==> config.mk <==
export PLATFORM = sky130hd
export DESIGN_NAME = slre_top
export DESIGN_NICKNAME = d
export VERILOG_FILES = /design/src/common/slre_pkg.sv /design/src/design/slre_top.sv
export SDC_FILE = /design/constraint.sdc
export NUM_CORES = 1
export LEC_CHECK = 0
export ABC_CLOCK_PERIOD_IN_PS = 5670
export BUFFER_PORTS_ARGS = -buffer_cell sky130_fd_sc_hd__buf_2
export CORE_AREA = 2 2 166 168
export CTS_CLUSTER_DIAMETER = 200
export DETAILED_ROUTE_END_ITERATION = 8
export DIE_AREA = 0 0 168 170
export PLACE_DENSITY = 0.71
export SLEW_MARGIN = 20
export SYNTH_ARGS = -nofsm -noshare
export SYNTH_HDL_FRONTEND = slang
export SYNTH_SLANG_ARGS = --single-unit
==> constraint.sdc <==
create_clock -name mclk_i -period 5.67 [get_ports mclk_i]
set_clock_uncertainty 0.1 [all_clocks]
set_input_delay 0.8505 -clock mclk_i [delete_from_list [all_inputs] [get_ports mclk_i]]
set_output_delay 0.8505 -clock mclk_i [all_outputs]
set_load 0.01 [all_outputs]
==> src/common/slre_pkg.sv <==
package slre_pkg;

  // ****************************************************************
  // data layout
  // ****************************************************************
  localparam int          SLRE_BYTE_W     = 8;
  localparam int          SLRE_LO_LSB     = 0;      // lower string position
  localparam int          SLRE_HI_LSB     = 8;      // next string position
  localparam logic [7:0]  SLRE_TERM_BYTE  = 8'h00;
  localparam logic [15:0] SLRE_NULL_WORD  = 16'h0000;

  // ****************************************************************
  // limits, error code and reset values
  // ****************************************************************
  localparam logic [15:0] SLRE_MEM_LAST   = 16'hFFFF; // last word address
  localparam logic [16:0] SLRE_LEN_LIMIT  = 17'h08000; // 32768 bytes
  localparam logic [15:0] SLRE_ERR_STRING = 16'h1A32;  // decimal 6706
  localparam logic [15:0] SLRE_CODE_RST   = 16'h0000;

  // ****************************************************************
  // types
  // ****************************************************************
  typedef enum logic {
    SLRE_OP_LENGTH,
    SLRE_OP_RIGHT
  } slre_op_t;

  typedef enum logic [3:0] {
    SLRE_S_IDLE,
    SLRE_S_SCAN_RD,
    SLRE_S_SCAN_DAT,
    SLRE_S_CHECK,
    SLRE_S_COPY_RD,
    SLRE_S_COPY_DAT,
    SLRE_S_WRITE,
    SLRE_S_FAIL,
    SLRE_S_DONE
  } slre_state_t;

endpackage

==> src/design/slre_top.sv <==
// Summary of operation
// - length op counts bytes from head word up to first zero byte, writes count.
// - length result is one 16-bit word holding bytes, not words.
// - every byte counts one, so a two-byte character adds two.
// - a failure sets the shared error flag and writes the error code word.
// - length op fails with 6706 when no zero byte before memory end.
// - length op fails with 6706 when length reaches 32768 bytes or more.
// - right extract copies last n source bytes, in order, to destination head.
// - right extract source is bytes from head up to first zero byte.
// - n of zero writes an all-zero word to the destination head.
// - right extract appends a zero byte after the last copied byte.
// - odd count puts the zero byte in the upper byte of the last word.
// - even count writes an all-zero word after the last copied word.
// - right extract fails with 6706 when n exceeds the source length.
// - right extract fails with 6706 when n is negative.
`timescale 1ns/1ps
module slre_top (
  input  wire logic             mclk_i,
  input  wire logic             resetn_i,
  input  wire logic             en_i,
  input  wire logic             pulse_form_i,
  input  wire slre_pkg::slre_op_t op_sel_i,
  input  wire logic [15:0]      src_head_i,
  input  wire logic [15:0]      dst_head_i,
  input  wire logic [15:0]      count_n_i,
  input  wire logic             error_clear_i,
  input  wire logic [15:0]      mem_rdata_i,
  output logic      [15:0]      mem_addr_o,
  output logic                  mem_rd_o,
  output logic                  mem_wr_o,
  output logic      [15:0]      mem_wdata_o,
  output logic                  eno_o,
  output logic                  busy_o,
  output logic                  done_o,
  output logic                  operation_error_flag_o,
  output logic      [15:0]      operation_error_code_word_o
);
  import slre_pkg::*;

  slre_state_t state_reg;
  slre_op_t    op_reg;
  logic [15:0] src_reg;
  logic [15:0] dst_reg;
  logic [15:0] n_reg;
  logic [15:0] widx_reg;
  logic [15:0] len_reg;
  logic [15:0] oidx_reg;
  logic [7:0]  lo_byte_reg;
  logic        last_wr_reg;
  logic        en_d_reg;
  logic        done_reg;
  logic        err_flag_reg;
  logic [15:0] err_code_reg;
  logic [15:0] addr_reg;
  logic        rd_reg;
  logic        wr_reg;
  logic [15:0] wdata_reg;

  // ****************************************************************
  // combinational helpers
  // ****************************************************************
  logic        start;
  logic        lo_zero;
  logic        hi_zero;
  logic [16:0] found_len;
  logic [16:0] next_span;
  logic [15:0] src_pos;
  logic [7:0]  pick_byte;
  logic [16:0] dst_end;
  logic [15:0] oidx_next;

  // pulse form needs a fresh rising edge; a rise during a run is dropped
  assign start = (state_reg == SLRE_S_IDLE) &&
                 (pulse_form_i ? (en_i && !en_d_reg) : en_i);
  assign lo_zero   = mem_rdata_i[SLRE_LO_LSB +: SLRE_BYTE_W] == SLRE_TERM_BYTE;
  assign hi_zero   = mem_rdata_i[SLRE_HI_LSB +: SLRE_BYTE_W] == SLRE_TERM_BYTE;
  // two bytes per word, each byte one unit
  assign found_len = {widx_reg, 1'b0} + {16'h0000, !lo_zero};
  assign next_span = {widx_reg + 16'h0001, 1'b0};
  assign src_pos   = len_reg - n_reg + oidx_reg;
  assign pick_byte = src_pos[0] ? mem_rdata_i[SLRE_HI_LSB +: SLRE_BYTE_W]
                                : mem_rdata_i[SLRE_LO_LSB +: SLRE_BYTE_W];
  assign dst_end   = {1'b0, dst_reg} + {2'b00, n_reg[15:1]};
  assign oidx_next = oidx_reg + 16'h0001;

  // ****************************************************************
  // trigger edge and execution state
  // ****************************************************************
  always_ff @(posedge mclk_i) begin
    if (!resetn_i) begin
      en_d_reg <= 1'b0;
      eno_o    <= 1'b0;
    end else begin
      en_d_reg <= en_i;
      eno_o    <= en_i;
    end
  end

  // ****************************************************************
  // sequencer and memory port
  // ****************************************************************
  always_ff @(posedge mclk_i) begin
    if (!resetn_i) begin
      state_reg   <= SLRE_S_IDLE;
      op_reg      <= SLRE_OP_LENGTH;
      src_reg     <= 16'h0000;
      dst_reg     <= 16'h0000;
      n_reg       <= 16'h0000;
      widx_reg    <= 16'h0000;
      len_reg     <= 16'h0000;
      oidx_reg    <= 16'h0000;
      lo_byte_reg <= 8'h00;
      last_wr_reg <= 1'b0;
      addr_reg    <= 16'h0000;
      rd_reg      <= 1'b0;
      wr_reg      <= 1'b0;
      wdata_reg   <= SLRE_NULL_WORD;
    end else begin
      rd_reg <= 1'b0;
      wr_reg <= 1'b0;
      unique case (state_reg)
        SLRE_S_IDLE: begin
          if (start) begin
            op_reg    <= op_sel_i;
            src_reg   <= src_head_i;
            dst_reg   <= dst_head_i;
            n_reg     <= count_n_i;
            widx_reg  <= 16'h0000;
            oidx_reg  <= 16'h0000;
            addr_reg  <= src_head_i;
            rd_reg    <= 1'b1;
            state_reg <= SLRE_S_SCAN_RD;
          end
        end
        SLRE_S_SCAN_RD: state_reg <= SLRE_S_SCAN_DAT;
        SLRE_S_SCAN_DAT: begin
          if (lo_zero || hi_zero) begin
            if (found_len >= SLRE_LEN_LIMIT) begin
              state_reg <= SLRE_S_FAIL;
            end else if (op_reg == SLRE_OP_LENGTH) begin
              len_reg     <= found_len[15:0];
              addr_reg    <= dst_reg;
              wdata_reg   <= found_len[15:0];
              wr_reg      <= 1'b1;
              last_wr_reg <= 1'b1;
              state_reg   <= SLRE_S_WRITE;
            end else begin
              len_reg   <= found_len[15:0];
              state_reg <= SLRE_S_CHECK;
            end
          end else if ((src_reg + widx_reg) == SLRE_MEM_LAST) begin
            state_reg <= SLRE_S_FAIL;
          end else if (next_span >= SLRE_LEN_LIMIT) begin
            state_reg <= SLRE_S_FAIL;
          end else begin
            widx_reg  <= widx_reg + 16'h0001;
            addr_reg  <= src_reg + widx_reg + 16'h0001;
            rd_reg    <= 1'b1;
            state_reg <= SLRE_S_SCAN_RD;
          end
        end
        SLRE_S_CHECK: begin
          // every check precedes the first write, so a failure leaves dst alone
          if (n_reg[15]) begin
            state_reg <= SLRE_S_FAIL;
          end else if (n_reg > len_reg) begin
            state_reg <= SLRE_S_FAIL;
          end else if (dst_end > {1'b0, SLRE_MEM_LAST}) begin
            state_reg <= SLRE_S_FAIL;
          end else if (n_reg == 16'h0000) begin
            addr_reg    <= dst_reg;
            wdata_reg   <= SLRE_NULL_WORD;
            wr_reg      <= 1'b1;
            last_wr_reg <= 1'b1;
            state_reg   <= SLRE_S_WRITE;
          end else begin
            addr_reg  <= src_reg + {1'b0, src_pos[15:1]};
            rd_reg    <= 1'b1;
            state_reg <= SLRE_S_COPY_RD;
          end
        end
        SLRE_S_COPY_RD: state_reg <= SLRE_S_COPY_DAT;
        SLRE_S_COPY_DAT: begin
          oidx_reg <= oidx_next;
          if (oidx_reg[0]) begin
            addr_reg    <= dst_reg + {1'b0, oidx_reg[15:1]};
            wdata_reg   <= {pick_byte, lo_byte_reg};
            wr_reg      <= 1'b1;
            last_wr_reg <= 1'b0;
            state_reg   <= SLRE_S_WRITE;
          end else if (oidx_next == n_reg) begin
            addr_reg    <= dst_reg + {1'b0, oidx_reg[15:1]};
            wdata_reg   <= {SLRE_TERM_BYTE, pick_byte};
            wr_reg      <= 1'b1;
            last_wr_reg <= 1'b1;
            state_reg   <= SLRE_S_WRITE;
          end else begin
            lo_byte_reg <= pick_byte;
            addr_reg    <= src_reg + {1'b0, src_pos[15:1]} + {15'h0000, src_pos[0]};
            rd_reg      <= 1'b1;
            state_reg   <= SLRE_S_COPY_RD;
          end
        end
        SLRE_S_WRITE: begin
          if (last_wr_reg) begin
            state_reg <= SLRE_S_DONE;
          end else if (oidx_reg == n_reg) begin
            addr_reg    <= dst_reg + {1'b0, n_reg[15:1]};
            wdata_reg   <= SLRE_NULL_WORD;
            wr_reg      <= 1'b1;
            last_wr_reg <= 1'b1;
            state_reg   <= SLRE_S_WRITE;
          end else begin
            addr_reg  <= src_reg + {1'b0, src_pos[15:1]};
            rd_reg    <= 1'b1;
            state_reg <= SLRE_S_COPY_RD;
          end
        end
        SLRE_S_FAIL: state_reg <= SLRE_S_DONE;
        SLRE_S_DONE: state_reg <= SLRE_S_IDLE;
      endcase
    end
  end

  assign mem_addr_o  = addr_reg;
  assign mem_rd_o    = rd_reg;
  assign mem_wr_o    = wr_reg;
  assign mem_wdata_o = wdata_reg;

  // ****************************************************************
  // run status
  // ****************************************************************
  always_ff @(posedge mclk_i) begin
    if (!resetn_i) begin
      busy_o   <= 1'b0;
      done_reg <= 1'b0;
    end else begin
      busy_o   <= start || (state_reg != SLRE_S_IDLE && state_reg != SLRE_S_DONE);
      done_reg <= (state_reg == SLRE_S_DONE);
    end
  end
  assign done_o = done_reg;

  // ****************************************************************
  // shared error flag and code word
  // ****************************************************************
  // a failure in the same cycle as a clear keeps the flag set
  always_ff @(posedge mclk_i) begin
    if (!resetn_i) begin
      err_flag_reg <= 1'b0;
      err_code_reg <= SLRE_CODE_RST;
    end else if (state_reg == SLRE_S_FAIL) begin
      err_flag_reg <= 1'b1;
      err_code_reg <= SLRE_ERR_STRING;
    end else if (error_clear_i) begin
      err_flag_reg <= 1'b0;
    end
  end
  assign operation_error_flag_o      = err_flag_reg;
  assign operation_error_code_word_o = err_code_reg;
endmodule

[Word level (Yosys, flattened, before mapping)]
Cells that the tools add are included.
Storage, ports and cells
  register bits: 149
  bits of input ports: 70
  word-level logic and storage cells: 181
Cells by class
  add/subtract/negate cells: 12
  order comparisons: 4
  equality and inequality tests: 30
  mux-type cells: 88
  bitwise operators: 3
  reductions and logical operators: 25
Operator list (number)
  $mux W16: 29
  $pmux W16 S5: 1
  $pmux W16 S2: 2
  $pmux W16 S4: 1
  $add A16 B1 Y16 const B: 3
  $add A16 B15 Y16: 3
  $mux W1: 36
  $pmux W4 S9: 1
  $ge A17 B16 Y1 const B: 2
  $add A16 B16 Y16: 2
  $eq A16 B16 Y1: 2
  $ne A2 B2 Y1 const B: 13
  $add A16 B15 Y17: 1
  $add A17 B1 Y17: 1
  $gt A17 B16 Y1 const B: 1
  $add A16 B1 Y16: 1
  $eq A16 B16 Y1 const B: 1
  $eq A4 B3 Y1 const B: 4
  $gt A16 B16 Y1: 1
  $logic_not A16 Y1: 1
  $logic_not A8 Y1: 2
  $sub A16 B16 Y16: 1
  $ne A3 B3 Y1 const B: 5
  $mux W2: 7
  other kinds (23): 41

[Logic depth before layout (Yosys ltp)]
Gate-level depths: netlist of run 1.
  depth after elaboration: 8
  gate-level depth with buffers: 27
  gate-level depth less buffers: 25

[Least setup slack after synthesis of run 1]
OpenSTA, ideal clock, no wires.
  kind: register to register
  start point: register oidx_reg[0]
  end point: register addr_reg[15], in the netlist mem_addr_o[15]
  library setup time: 0.079 ns
  data arrival time: 5.477 ns
  required time: 5.491 ns
  setup slack: 0.014 ns
  cell stages (with the launch flop): 26
  buffers on the path: 1
  path through: dfxtp_1 buf_2 inv_2 ha_1 inv_1 ha_1 fa_1 a21o_1 a21oi_1 o21bai_1 a21oi_1 o21bai_1 a211oi_1 o21bai_1 xor2_1 ha_1 a21oi_1 mux2i_1 o311ai_0 a211oi_1 o2111ai_1 or4b_1 nor3_2 xnor2_1 a211o_1 o211ai_1
Between the ends
  longest elaborated chain between the ends: 7
  elaborated cells on any way between the ends: 15
  classes of those cells: add/sub: 4; eq/ne: 2; mux: 9
RTL lines
  start, declared: RTL line slre_top.sv:47  | logic [15:0] oidx_reg;
  start signal, assigned: RTL line slre_top.sv:184  | oidx_reg <= oidx_next;
  parallel branches: the longest is 6 deep, another holds $add A16 B16 Y16
  $pmux W16 S5 *: RTL line slre_top.sv:121  | unique case (state_reg)
  end signal, assigned: RTL line slre_top.sv:130  | addr_reg <= src_head_i;
  end signal, assigned: RTL line slre_top.sv:171  | addr_reg <= dst_reg;
  end signal, assigned: RTL line slre_top.sv:177  | addr_reg <= src_reg + {1'b0, src_pos[15:1]};
  end, declared: RTL line slre_top.sv:54  | logic [15:0] addr_reg;
Mark *: on every way between the ends. The select of a mux whose other input is x is not followed.
A chain may end at the register's enable or synchronous reset.

[Final worst setup path of run 1]
  start point: register len_reg[1]
  end point: register addr_reg[14], in the netlist mem_addr_o[14]
Between the ends
  longest elaborated chain between the ends: 8
  elaborated cells on any way between the ends: 16
  classes of those cells: add/sub: 4; order compare: 1; eq/ne: 1; mux: 9; reduce/logical: 1
RTL lines
  start, declared: RTL line slre_top.sv:46  | logic [15:0] len_reg;
  start signal, assigned: RTL line slre_top.sv:141  | len_reg <= found_len[15:0];
  start signal, assigned: RTL line slre_top.sv:148  | len_reg <= found_len[15:0];
  parallel branches: the longest is 8 deep, another holds $sub A16 B16 Y16
Parallel ways; which one is timed is not known. The select of a mux whose other input is x is not followed.

==> impl_metrics.tcl, run 1 <==
set metrics [dict create \
    final_util_pct 56.4 \
    syn_area_sq_mm 0.0132 \
    p_per_area_mw_per_mm2 235 \
    grt_pass1_vias 12200 \
    synthCells 1669 \
    pwr-share-clk_pct 33.7 \
    grt_pass1_wl_um 69300 \
    dp_cells 2102 \
    wl_per_cell_um 21.3 \
    nets 1987 \
    core_sq_mm 0.0267 \
    crit_family "compound AO/OA/AOI/OAI gates" \
    firstDrtPassIters 6 \
    diodes 0 \
    htree_levels 4 \
    overflow 0 \
    routed_via_density 6.10 \
    hold_path.class "flop to flop" \
    grtUsageTotal_pct 31.5 \
    cts.path.max_buffers 2 \
    hold_viol_final 0 \
    setup_viol 0 \
    grt_max_degree 78 \
    dieArea_sq_mm 0.0286 \
    die_w_um 168 \
    slew_headroom_pct 25.0 \
    period_minus_slack_ns 5.50 \
    numPortBuffers 113 \
    synth_cell_types 85 \
    clockRootBuffer "clkbuf_16" \
    cts.reportedPaths.clkPinSlew_ns 0.07 \
    syn_area_per_cell_sq_um 7.91 \
    path_common_cell "a21oi_2" \
    outcome "finished clean" \
    worstSkewPairLatency_ns 0.45 \
    worst_path_max_delay_cell "fa_1" \
    peakVddDrop_mv 0.173 \
    drt_wl_total_um 45500 \
    drive_above_1_share_pct 16.2 \
    vias 13000 \
    ios 124 \
    drcViolationCount 0 \
    synthesis.yosys.warnings 0 \
    p_sw_share_pct 38.1 \
    final_cells 2138 \
    cp_max_fo 5 \
    place_congestion 1.03 \
    period_share_pct 97.0 \
    placementRows 60 \
    crit_buf_inv 4 \
    synth_edf_count 0 \
    maxCapViolCount 0 \
    power.switching_w 0.00134 \
    max_stage_delay_ns 0.51 \
    dp_hpwl_um 35400 \
    async_flop_share_pct 0 \
    drtIter0Drc 1438 \
    cts_buffers 17 \
    timing_max_transition_violations_final 0 \
    static-leakage-power_nw 6.58 \
    crit_arrival_ns 5.73 \
    cp-end-kind "flop" \
    final_antenna_net_count 0 \
    combinationalPowerShare_pct 33.7 \
    nFillCells 2490 \
    antenna_found_initial 0 \
    syn2layout_area_growth_pct 13.9 \
    cts_tree "yes" \
    required_ns 5.90 \
    cts_num_sinks 149 \
    power.internal_w 0.00219 \
    ys_seq_area_share_pct 22.6 \
    max_freq_ghz 0.182 \
    synth-seq-cells 149 \
    synth_ff_type "dfxtp_1" \
    seq_power_share_pct 32.7 \
    start_util_pct 49.6 \
    worst_pin_slew_ns 1.10 \
    cp-start-kind "flop" \
    critPathKind "flop to flop" \
    die_h_um 170 \
]
cell usage after synthesis, drive strengths merged (6+ instances only):
library cell	count	area share (%)
nand2	191	5.4
dfxtp	149	23
ha	114	11
inv	103	2.9
nor2	103	3.0
a21oi	84	3.3
xnor2	81	5.4
o21ai	75	2.8
a21boi	57	3.2
clkbuf	55	1.6
nand3	47	1.8
nor3	44	1.7
xor2	43	2.9
buf	38	2.0
nor2b	36	1.7
mux2i	30	2.3
a21o	29	1.6
and3	25	1.2
nand4	22	1.1
o21a	22	1.3
a211oi	20	1.2
nand2b	20	0.95
nor4	20	1.0
o211a	20	1.5
fa	19	2.9
o211ai	18	1.3
and2	15	0.71
or3	15	0.71
a221oi	13	0.86
o22ai	10	0.47
a22oi	9	0.51
a31oi	9	0.43
mux2	9	0.77
or2	9	0.43
a211o	8	0.54
o221ai	8	0.53
o21bai	7	0.40
a31o	6	0.40
o2111ai	6	0.40
o31ai	6	0.34
per-stage QoR:
stage	setup TNS, ns	hold WS [ns]	setup slack [ns]	area (sq um)	power (W)
global placement	-0.180	0.320	-0.123	14200	0.00227
global route	-0.0653	0.369	-0.0526	15000	0.00369
CTS	0	0.343	0.0231	14900	0.00348
floorplan	0	0.310	0.0143	13200	0.00191
finish	0	0.338	0.170	15000	0.00353
detailed placement	-0.353	0.331	-0.190	14200	0.00228
what timing repair did:
| item | in CTS | in global routing |
|---|---|---|
| hold buffers | 0 | 0 |
| resized for setup | 7 | 28 |
| pin swaps | 5 | 25 |
| setup endpoints to repair | 3 | 5 |
| buffers inserted | 0 | 4 |
routing by layer:
metal | wire (um) | part of all wire [%] | global-route usage [%]
met1 | 20000 | 44 | 43.0
met2 | 20200 | 44 | 50.2
met3 | 3410 | 7.5 | 4.12
met4 | 1820 | 4.0 | 13.5
met5 | 0 | 0 | 0
area by class of cell:
cell class	count	area [sq um]	share of cell area [%]
Clock inverter	15	201	1.34
Multi-Input combinational cell	1333	9550	63.5
Timing Repair Buffer	180	1070	7.12
Sequential cell	149	2990	19.9
Inverter	103	387	2.57
Clock buffer	17	425	2.83
Tap cell	341	427	2.84
cells by family after synthesis:
group                    count (synthesis)  synth area share [%]
buffers and inverters                  196                  6.46
AND/OR/NAND/NOR                        570                  21.3
flip-flops                             149                  22.6
XOR/XNOR                               125                  8.39
other                                    1                0.0284
AO/OA/AOI/OAI                          456                  24.6
adder cells (fa/ha/maj)                133                  13.7
multiplexers                            39                  3.04
worst register-to-register path, delay by kind of cell (launching register included):
family	cells	cell delay [ns]
AO/OA/AOI/OAI	15	3.01
adder cells (fa/ha/maj)	3	1.10
buffers and inverters	4	0.41
XOR/XNOR	2	0.38
flip-flops	1	0.34
AND/OR/NAND/NOR	1	0.08
power by group through the flow:
stage          registers, W  logic (W)  clock network, W
3_3_place_gp        0.00118    0.00109                 0
6_report            0.00115    0.00119           0.00119
3_5_place_dp        0.00118    0.00110                 0
4_1_cts             0.00115    0.00112           0.00121
2_1_floorplan       0.00116   0.000746                 0
5_1_grt             0.00116    0.00128           0.00125
worst paths after layout:
kind              slack [ns]  cells past startpoint        start              to
hold / removal          0.34                      2  len_reg[15]     len_reg[15]
setup / recovery        0.17                     25   len_reg[1]  mem_addr_o[14]
hold reg to reg         0.34                      2  len_reg[15]     len_reg[15]
setup reg to reg        0.17                     25   len_reg[1]  mem_addr_o[14]
cell usage in the layout, fill, tap and decap left out, types with 12 or more instances in the layout:
master and count:
mux2i_1 30, a21oi_1 76, a21o_1 29, nand2b_1 20, and2_1 15, o21a_1 22
or3_1 15, buf_4 68, inv_1 100, nor4_1 18, nor2b_1 36, clkbuf_16 17
dfxtp_1 146, xor2_1 43, nand3_1 46, o211a_1 20, xnor2_1 80, a211oi_1 17
nand4_1 20, nand2_1 191, a221oi_1 12, ha_1 109, buf_2 112, o21ai_0 69
nor3_1 42, and3_1 24, a21boi_0 54, nor2_1 101, fa_1 18
(Power assumes the default switching activity.)
==> inputs of run 2 (changes only) <==
--- a/config.mk
+++ b/config.mk
@@ -12,6 +12,7 @@
 export DETAILED_ROUTE_END_ITERATION = 8
 export DIE_AREA = 0 0 168 170
 export PLACE_DENSITY = 0.71
+export REMOVE_ABC_BUFFERS = 1
 export SLEW_MARGIN = 20
 export SYNTH_ARGS = -nofsm -noshare
 export SYNTH_HDL_FRONTEND = slang
==> impl_metrics.tcl, run 2 (synthesis gave the netlist of run 1 again) <==
set metrics [dict create \
    outcome "finished clean" \
    max_freq_ghz 0.181 \
    holdPathStages 2 \
    grtUsageTotal_pct 31.2 \
    drt_wl_total_um 45400 \
    antenna_found_initial 1 \
    cp-start-kind "flop" \
    hold_viol_final 0 \
    worst_path_max_delay_cell "or4b_4" \
    maxCapViolCount 0 \
    placementRows 60 \
    vias 13100 \
    path_cells "inv_1 -> fa_1 -> inv_1 -> fa_2 -> a21o_1 -> a21oi_2 -> o21bai_2 -> a21oi_2 -> o21bai_1 -> a211oi_2 -> o21bai_1 -> xor2_2 -> ha_1 -> a21oi_2 -> mux2i_1 -> o311ai_0 -> a211oi_2 -> o2111ai_2 -> or4b_4 -> nor3_4 -> xnor2_1 -> a211o_1 -> o211ai_1" \
    whs_ns 0.338 \
    nets 1990 \
    htree_levels 4 \
    dp_hpwl_um 34700 \
    dp_cells 2097 \
    cts_num_sinks 149 \
    cts.reportedPaths.clkPinSlew_ns 0.08 \
    ctsHoldBuffers 0 \
    diodes 0 \
    drtIter0Drc 1298 \
    die_h_um 170 \
    die_w_um 168 \
    power.switching_w 0.00138 \
    cts_buffers 17 \
    worstSkewPairLatency_ns 0.45 \
    stdcell_area_sq_mm 0.0151 \
    placed_area_sq_mm 0.0142 \
    grt_pass1_vias 12200 \
    syn2layout_area_growth_pct 14.2 \
    start_util_pct 49.6 \
    drcViolationCount 0 \
    seq_power_share_pct 32.1 \
    crit_cells 23 \
    routed_via_density 6.11 \
    clockRootBuffer "clkbuf_16" \
    period_share_pct 97.7 \
    reg2regPathDepth 23 \
    core_sq_mm 0.0267 \
    overflow 0 \
    final_common_cell "nand2_1" \
    cp-end-kind "flop" \
    hold_path.class "flop to flop" \
    nFillCells 2436 \
    required_ns 5.95 \
    peakVddDrop_mv 0.157 \
    setup_viol 0 \
    setup_slack_ns 0.133 \
    place_congestion 0.980 \
    combinationalPowerShare_pct 33.9 \
    rsz0062_at_grt "yes" \
    power.internal_w 0.00222 \
    timing_max_transition_violations_final 0 \
    numPortBuffers 113 \
    cts.path.max_buffers 2 \
    period_minus_slack_ns 5.54 \
    p_per_area_mw_per_mm2 239 \
    ios 124 \
    critPathKind "flop to flop" \
    drive_above_1_share_pct 16.2 \
    firstDrtPassIters 7 \
    grt_max_degree 61 \
    crit_family "compound AO/OA/AOI/OAI gates" \
    p_sw_share_pct 38.5 \
    crit_arrival_ns 5.82 \
    pwr-share-clk_pct 34.0 \
    path_common_cell "a21oi_2" \
    grt_pass1_wl_um 68400 \
    final_antenna_net_count 0 \
    crit_buf_inv 2 \
    place_ws_ns -0.233 \
    slew_headroom_pct 23.6 \
    max_stage_delay_ns 0.54 \
    cts_tree "yes" \
    wl_per_cell_um 21.2 \
    worst_pin_slew_ns 1.14 \
    static-leakage-power_nw 6.60 \
    mostFrequentLayoutCells "nand2_1 (191), dfxtp_1 (148), buf_2 (112)" \
    cp_max_fo 3 \
    final_cells 2141 \
    dieArea_sq_mm 0.0286 \
]
[run 2: through the flow]
| step | utilization (%) | TNS (ns) | power [W] |
|---|---|---|---|
| finish | 56.6 | 0 | 0.00360 |
| global placement | 53.3 | -0.327 | 0.00225 |
| floorplan | - | -0.0339 | 0.00188 |
| global route | 56.6 | -0.134 | 0.00375 |
| CTS | 56.0 | 0 | 0.00350 |
| detailed placement | 53.3 | -0.496 | 0.00226 |
[run 2: cell type report]
cell class / instances / area [sq um] / share of cell area, %
clock inverter: 15 / 201 / 1.34
inverter: 103 / 387 / 2.56
tap: 341 / 427 / 2.83
timing repair buffer: 183 / 1090 / 7.25
sequential: 149 / 2980 / 19.8
clock buffer: 17 / 425 / 2.82
multi-input combinational: 1333 / 9570 / 63.4
[run 2: final timing paths]
path	from	endpoint	slack, ns
worst max-delay path	len_reg[1]	mem_addr_o[15]	0.13
worst max register to register	len_reg[1]	mem_addr_o[15]	0.13
worst min-delay path	len_reg[15]	len_reg[15]	0.34
worst min register to register	len_reg[15]	len_reg[15]	0.34
[run 2: timing repair]
| item | in CTS | in global routing |
|---|---|---|
| gates resized for setup | 6 | 27 |
| pin swaps | 8 | 24 |
| endpoints found under the setup margin | 4 | 4 |
| buffers inserted | 6 | 6 |
[run 2: power groups by stage]
stage	Sequential [W]	Combinational [W]	Clock, W
after CTS	0.00115	0.00111	0.00123
after floorplan	0.00116	0.000716	0
final	0.00115	0.00122	0.00122
after detailed placement	0.00118	0.00108	0
after global placement	0.00118	0.00107	0
after global routing	0.00116	0.00131	0.00128
[run 2: worst reg2reg max path, delay by kind of cell (launching register included)]
family	cells	cell delay, ns
mux	1	0.21
compound gates	13	2.43
simple gates	2	0.69
fa+ha+maj	3	1.20
xor+xnor	2	0.37
buf+inv	2	0.14
flops	1	0.33
[run 2: routing by layer]
layer  GRT usage, %  wire (um)  vias to the layer above  part of all wire (%)
li1               -          -                     6193                     -
met1           41.8      19500                     6189                    43
met2           48.8      20100                      592                    44
met3           5.28       3780                      113                   8.3
met4           14.8       2040                        2                   4.5
met5              0         17                        -                 0.037
==> inputs of run 3 (changes only) <==
--- a/config.mk
+++ b/config.mk
@@ -6,12 +6,12 @@
 export NUM_CORES = 1
 export LEC_CHECK = 0
 export ABC_CLOCK_PERIOD_IN_PS = 5670
-export BUFFER_PORTS_ARGS = -buffer_cell sky130_fd_sc_hd__buf_2
+export BUFFER_PORTS_ARGS = -buffer_cell sky130_fd_sc_hd__clkbuf_2
 export CORE_AREA = 2 2 166 168
 export CTS_CLUSTER_DIAMETER = 200
 export DETAILED_ROUTE_END_ITERATION = 8
 export DIE_AREA = 0 0 168 170
-export PLACE_DENSITY = 0.71
+export PLACE_DENSITY = 0.72
 export REMOVE_ABC_BUFFERS = 1
 export SLEW_MARGIN = 20
 export SYNTH_ARGS = -nofsm -noshare
==> impl_metrics.tcl, run 3 (synthesis gave the netlist of run 1 again) <==
set metrics [dict create \
    nets 1995 \
    whs_ns 0.342 \
    worst_pin_slew_ns 1.15 \
    wl_per_cell_um 21.1 \
    firstDrtPassIters 6 \
    mostFrequentLayoutCells "nand2_1 (191), dfxtp_1 (147), clkbuf_2 (112)" \
    cp-start-kind "flop" \
    placementRows 60 \
    grt_max_degree 78 \
    place_congestion 0.965 \
    cts_num_sinks 149 \
    overflow 0 \
    setup_viol 0 \
    maxCapViolCount 0 \
    final_common_cell "nand2_1" \
    period_minus_slack_ns 5.48 \
    vias 13100 \
    peakVddDrop_mv 0.165 \
    holdPathStages 2 \
    cts.path.max_buffers 2 \
    max_freq_ghz 0.182 \
    nFillCells 2505 \
    start_util_pct 49.6 \
    core_sq_mm 0.0267 \
    htree_levels 4 \
    dieArea_sq_mm 0.0286 \
    outcome "finished clean" \
    period_share_pct 96.6 \
    syn2layout_area_growth_pct 14.8 \
    hold_path.class "flop to flop" \
    dp_hpwl_um 35200 \
    timing_max_transition_violations_final 0 \
    cts_buffers 17 \
    final_antenna_net_count 0 \
    routed_via_density 6.12 \
    static-leakage-power_nw 6.63 \
    crit_arrival_ns 5.75 \
    clockRootBuffer "clkbuf_16" \
    ios 124 \
    slew_headroom_pct 23.0 \
    grt_pass1_vias 12200 \
    drive_above_1_share_pct 16.7 \
    cts_tree "yes" \
    multi_input_area_sq_mm 0.00960 \
    antenna_found_initial 0 \
    cts.reportedPaths.clkPinSlew_ns 0.08 \
    p_per_area_mw_per_mm2 237 \
    diodes 0 \
    drcViolationCount 0 \
    final-seq-area_sq_mm 0.00299 \
    die_h_um 170 \
    numPortBuffers 113 \
    drt_wl_total_um 45300 \
    drtIter0Drc 1136 \
    reg2regPathDepth 24 \
    required_ns 5.94 \
    cp-end-kind "flop" \
    die_w_um 168 \
    critPathKind "flop to flop" \
    hold_viol_final 0 \
    grtUsageTotal_pct 31.1 \
    grt_pass1_wl_um 69100 \
    dp_cells 2111 \
    final_cells 2146 \
    cp_max_fo 3 \
    worstSkewPairLatency_ns 0.45 \
]
[run 3: changes by cell type in the layout (fill, tap and decap cells not counted), sizes merged]
cell	previous run	this run
buf	183	76
inv	110	111
clkbuf	17	129
clkinv	8	7
[run 3: critical path, cell delays in order (launching register included)]
cell       delay (ns)
dfxtp_2          0.34
inv_2            0.05
fa_1             0.51
inv_1            0.07
fa_2             0.39
a21o_1           0.19
a21oi_2          0.16
o21bai_2         0.11
a21oi_2          0.18
o21bai_2         0.11
a211oi_2         0.25
o21bai_1         0.13
xor2_2           0.16
buf_6            0.14
ha_4             0.24
a21oi_4          0.13
mux2i_1          0.22
o311ai_2         0.13
a211oi_2         0.33
o2111ai_2        0.19
or4b_4           0.54
nor3_4           0.19
xnor2_1          0.09
a211o_1          0.29
o211ai_1         0.15
[run 3: power breakdown]
group | leakage, nW | total (W) | switching, W | internal (W)
Clock | 0.302 | 0.00122 | 0.000616 | 0.000609
Sequential | 1.21 | 0.00115 | 0.0000643 | 0.00109
Combinational | 5.11 | 0.00121 | 0.000701 | 0.000513
Total | 6.63 | 0.00359 | 0.00138 | 0.00221
[run 3: final cells by class]
class	count	share of cell area [%]
sequential	149	19.7
clock inverter	15	1.30
tap	341	2.81
clock buffer	17	2.81
timing repair buffer	188	7.57
inverter	103	2.55
multi-input combinational	1333	63.3
[run 3: repair_timing]
item	CTS	global route
gates resized for setup	13	24
hold buffers	0	0
buffers inserted	1	2
endpoints found under the setup margin	4	5
hold endpoints to repair	0	0
pin swaps	5	21
[run 3: worst paths after layout]
| kind | start | endpoint | slack, ns |
|---|---|---|---|
| setup / recovery | len_reg[1] | mem_addr_o[15] | 0.19 |
| hold / removal | len_reg[15] | len_reg[15] | 0.34 |
| setup reg to reg | len_reg[1] | mem_addr_o[15] | 0.19 |
| hold reg to reg | len_reg[15] | len_reg[15] | 0.34 |
[run 3: metal layers]
layer	routed length, um	global-route usage (%)
met5	0	0
met4	1540	11.7
met3	3000	4.30
met2	20900	52.0
met1	19800	41.0
[run 3: through the flow]
stage / total power [W] / cell area, sq um / utilization (%) / TNS [ns] / worst slack (ns)
3_5_place_dp: 0.00228 / 14300 / 53.8 / -0.936 / -0.377
4_1_cts: 0.00353 / 15000 / 56.4 / 0 / 0.00291
6_report: 0.00359 / 15200 / 56.9 / 0 / 0.190
5_1_grt: 0.00374 / 15200 / 56.9 / -0.0161 / -0.0161
2_1_floorplan: 0.00188 / 12800 / - / -0.0339 / -0.0339
3_3_place_gp: 0.00228 / 14300 / 53.8 / -0.667 / -0.324
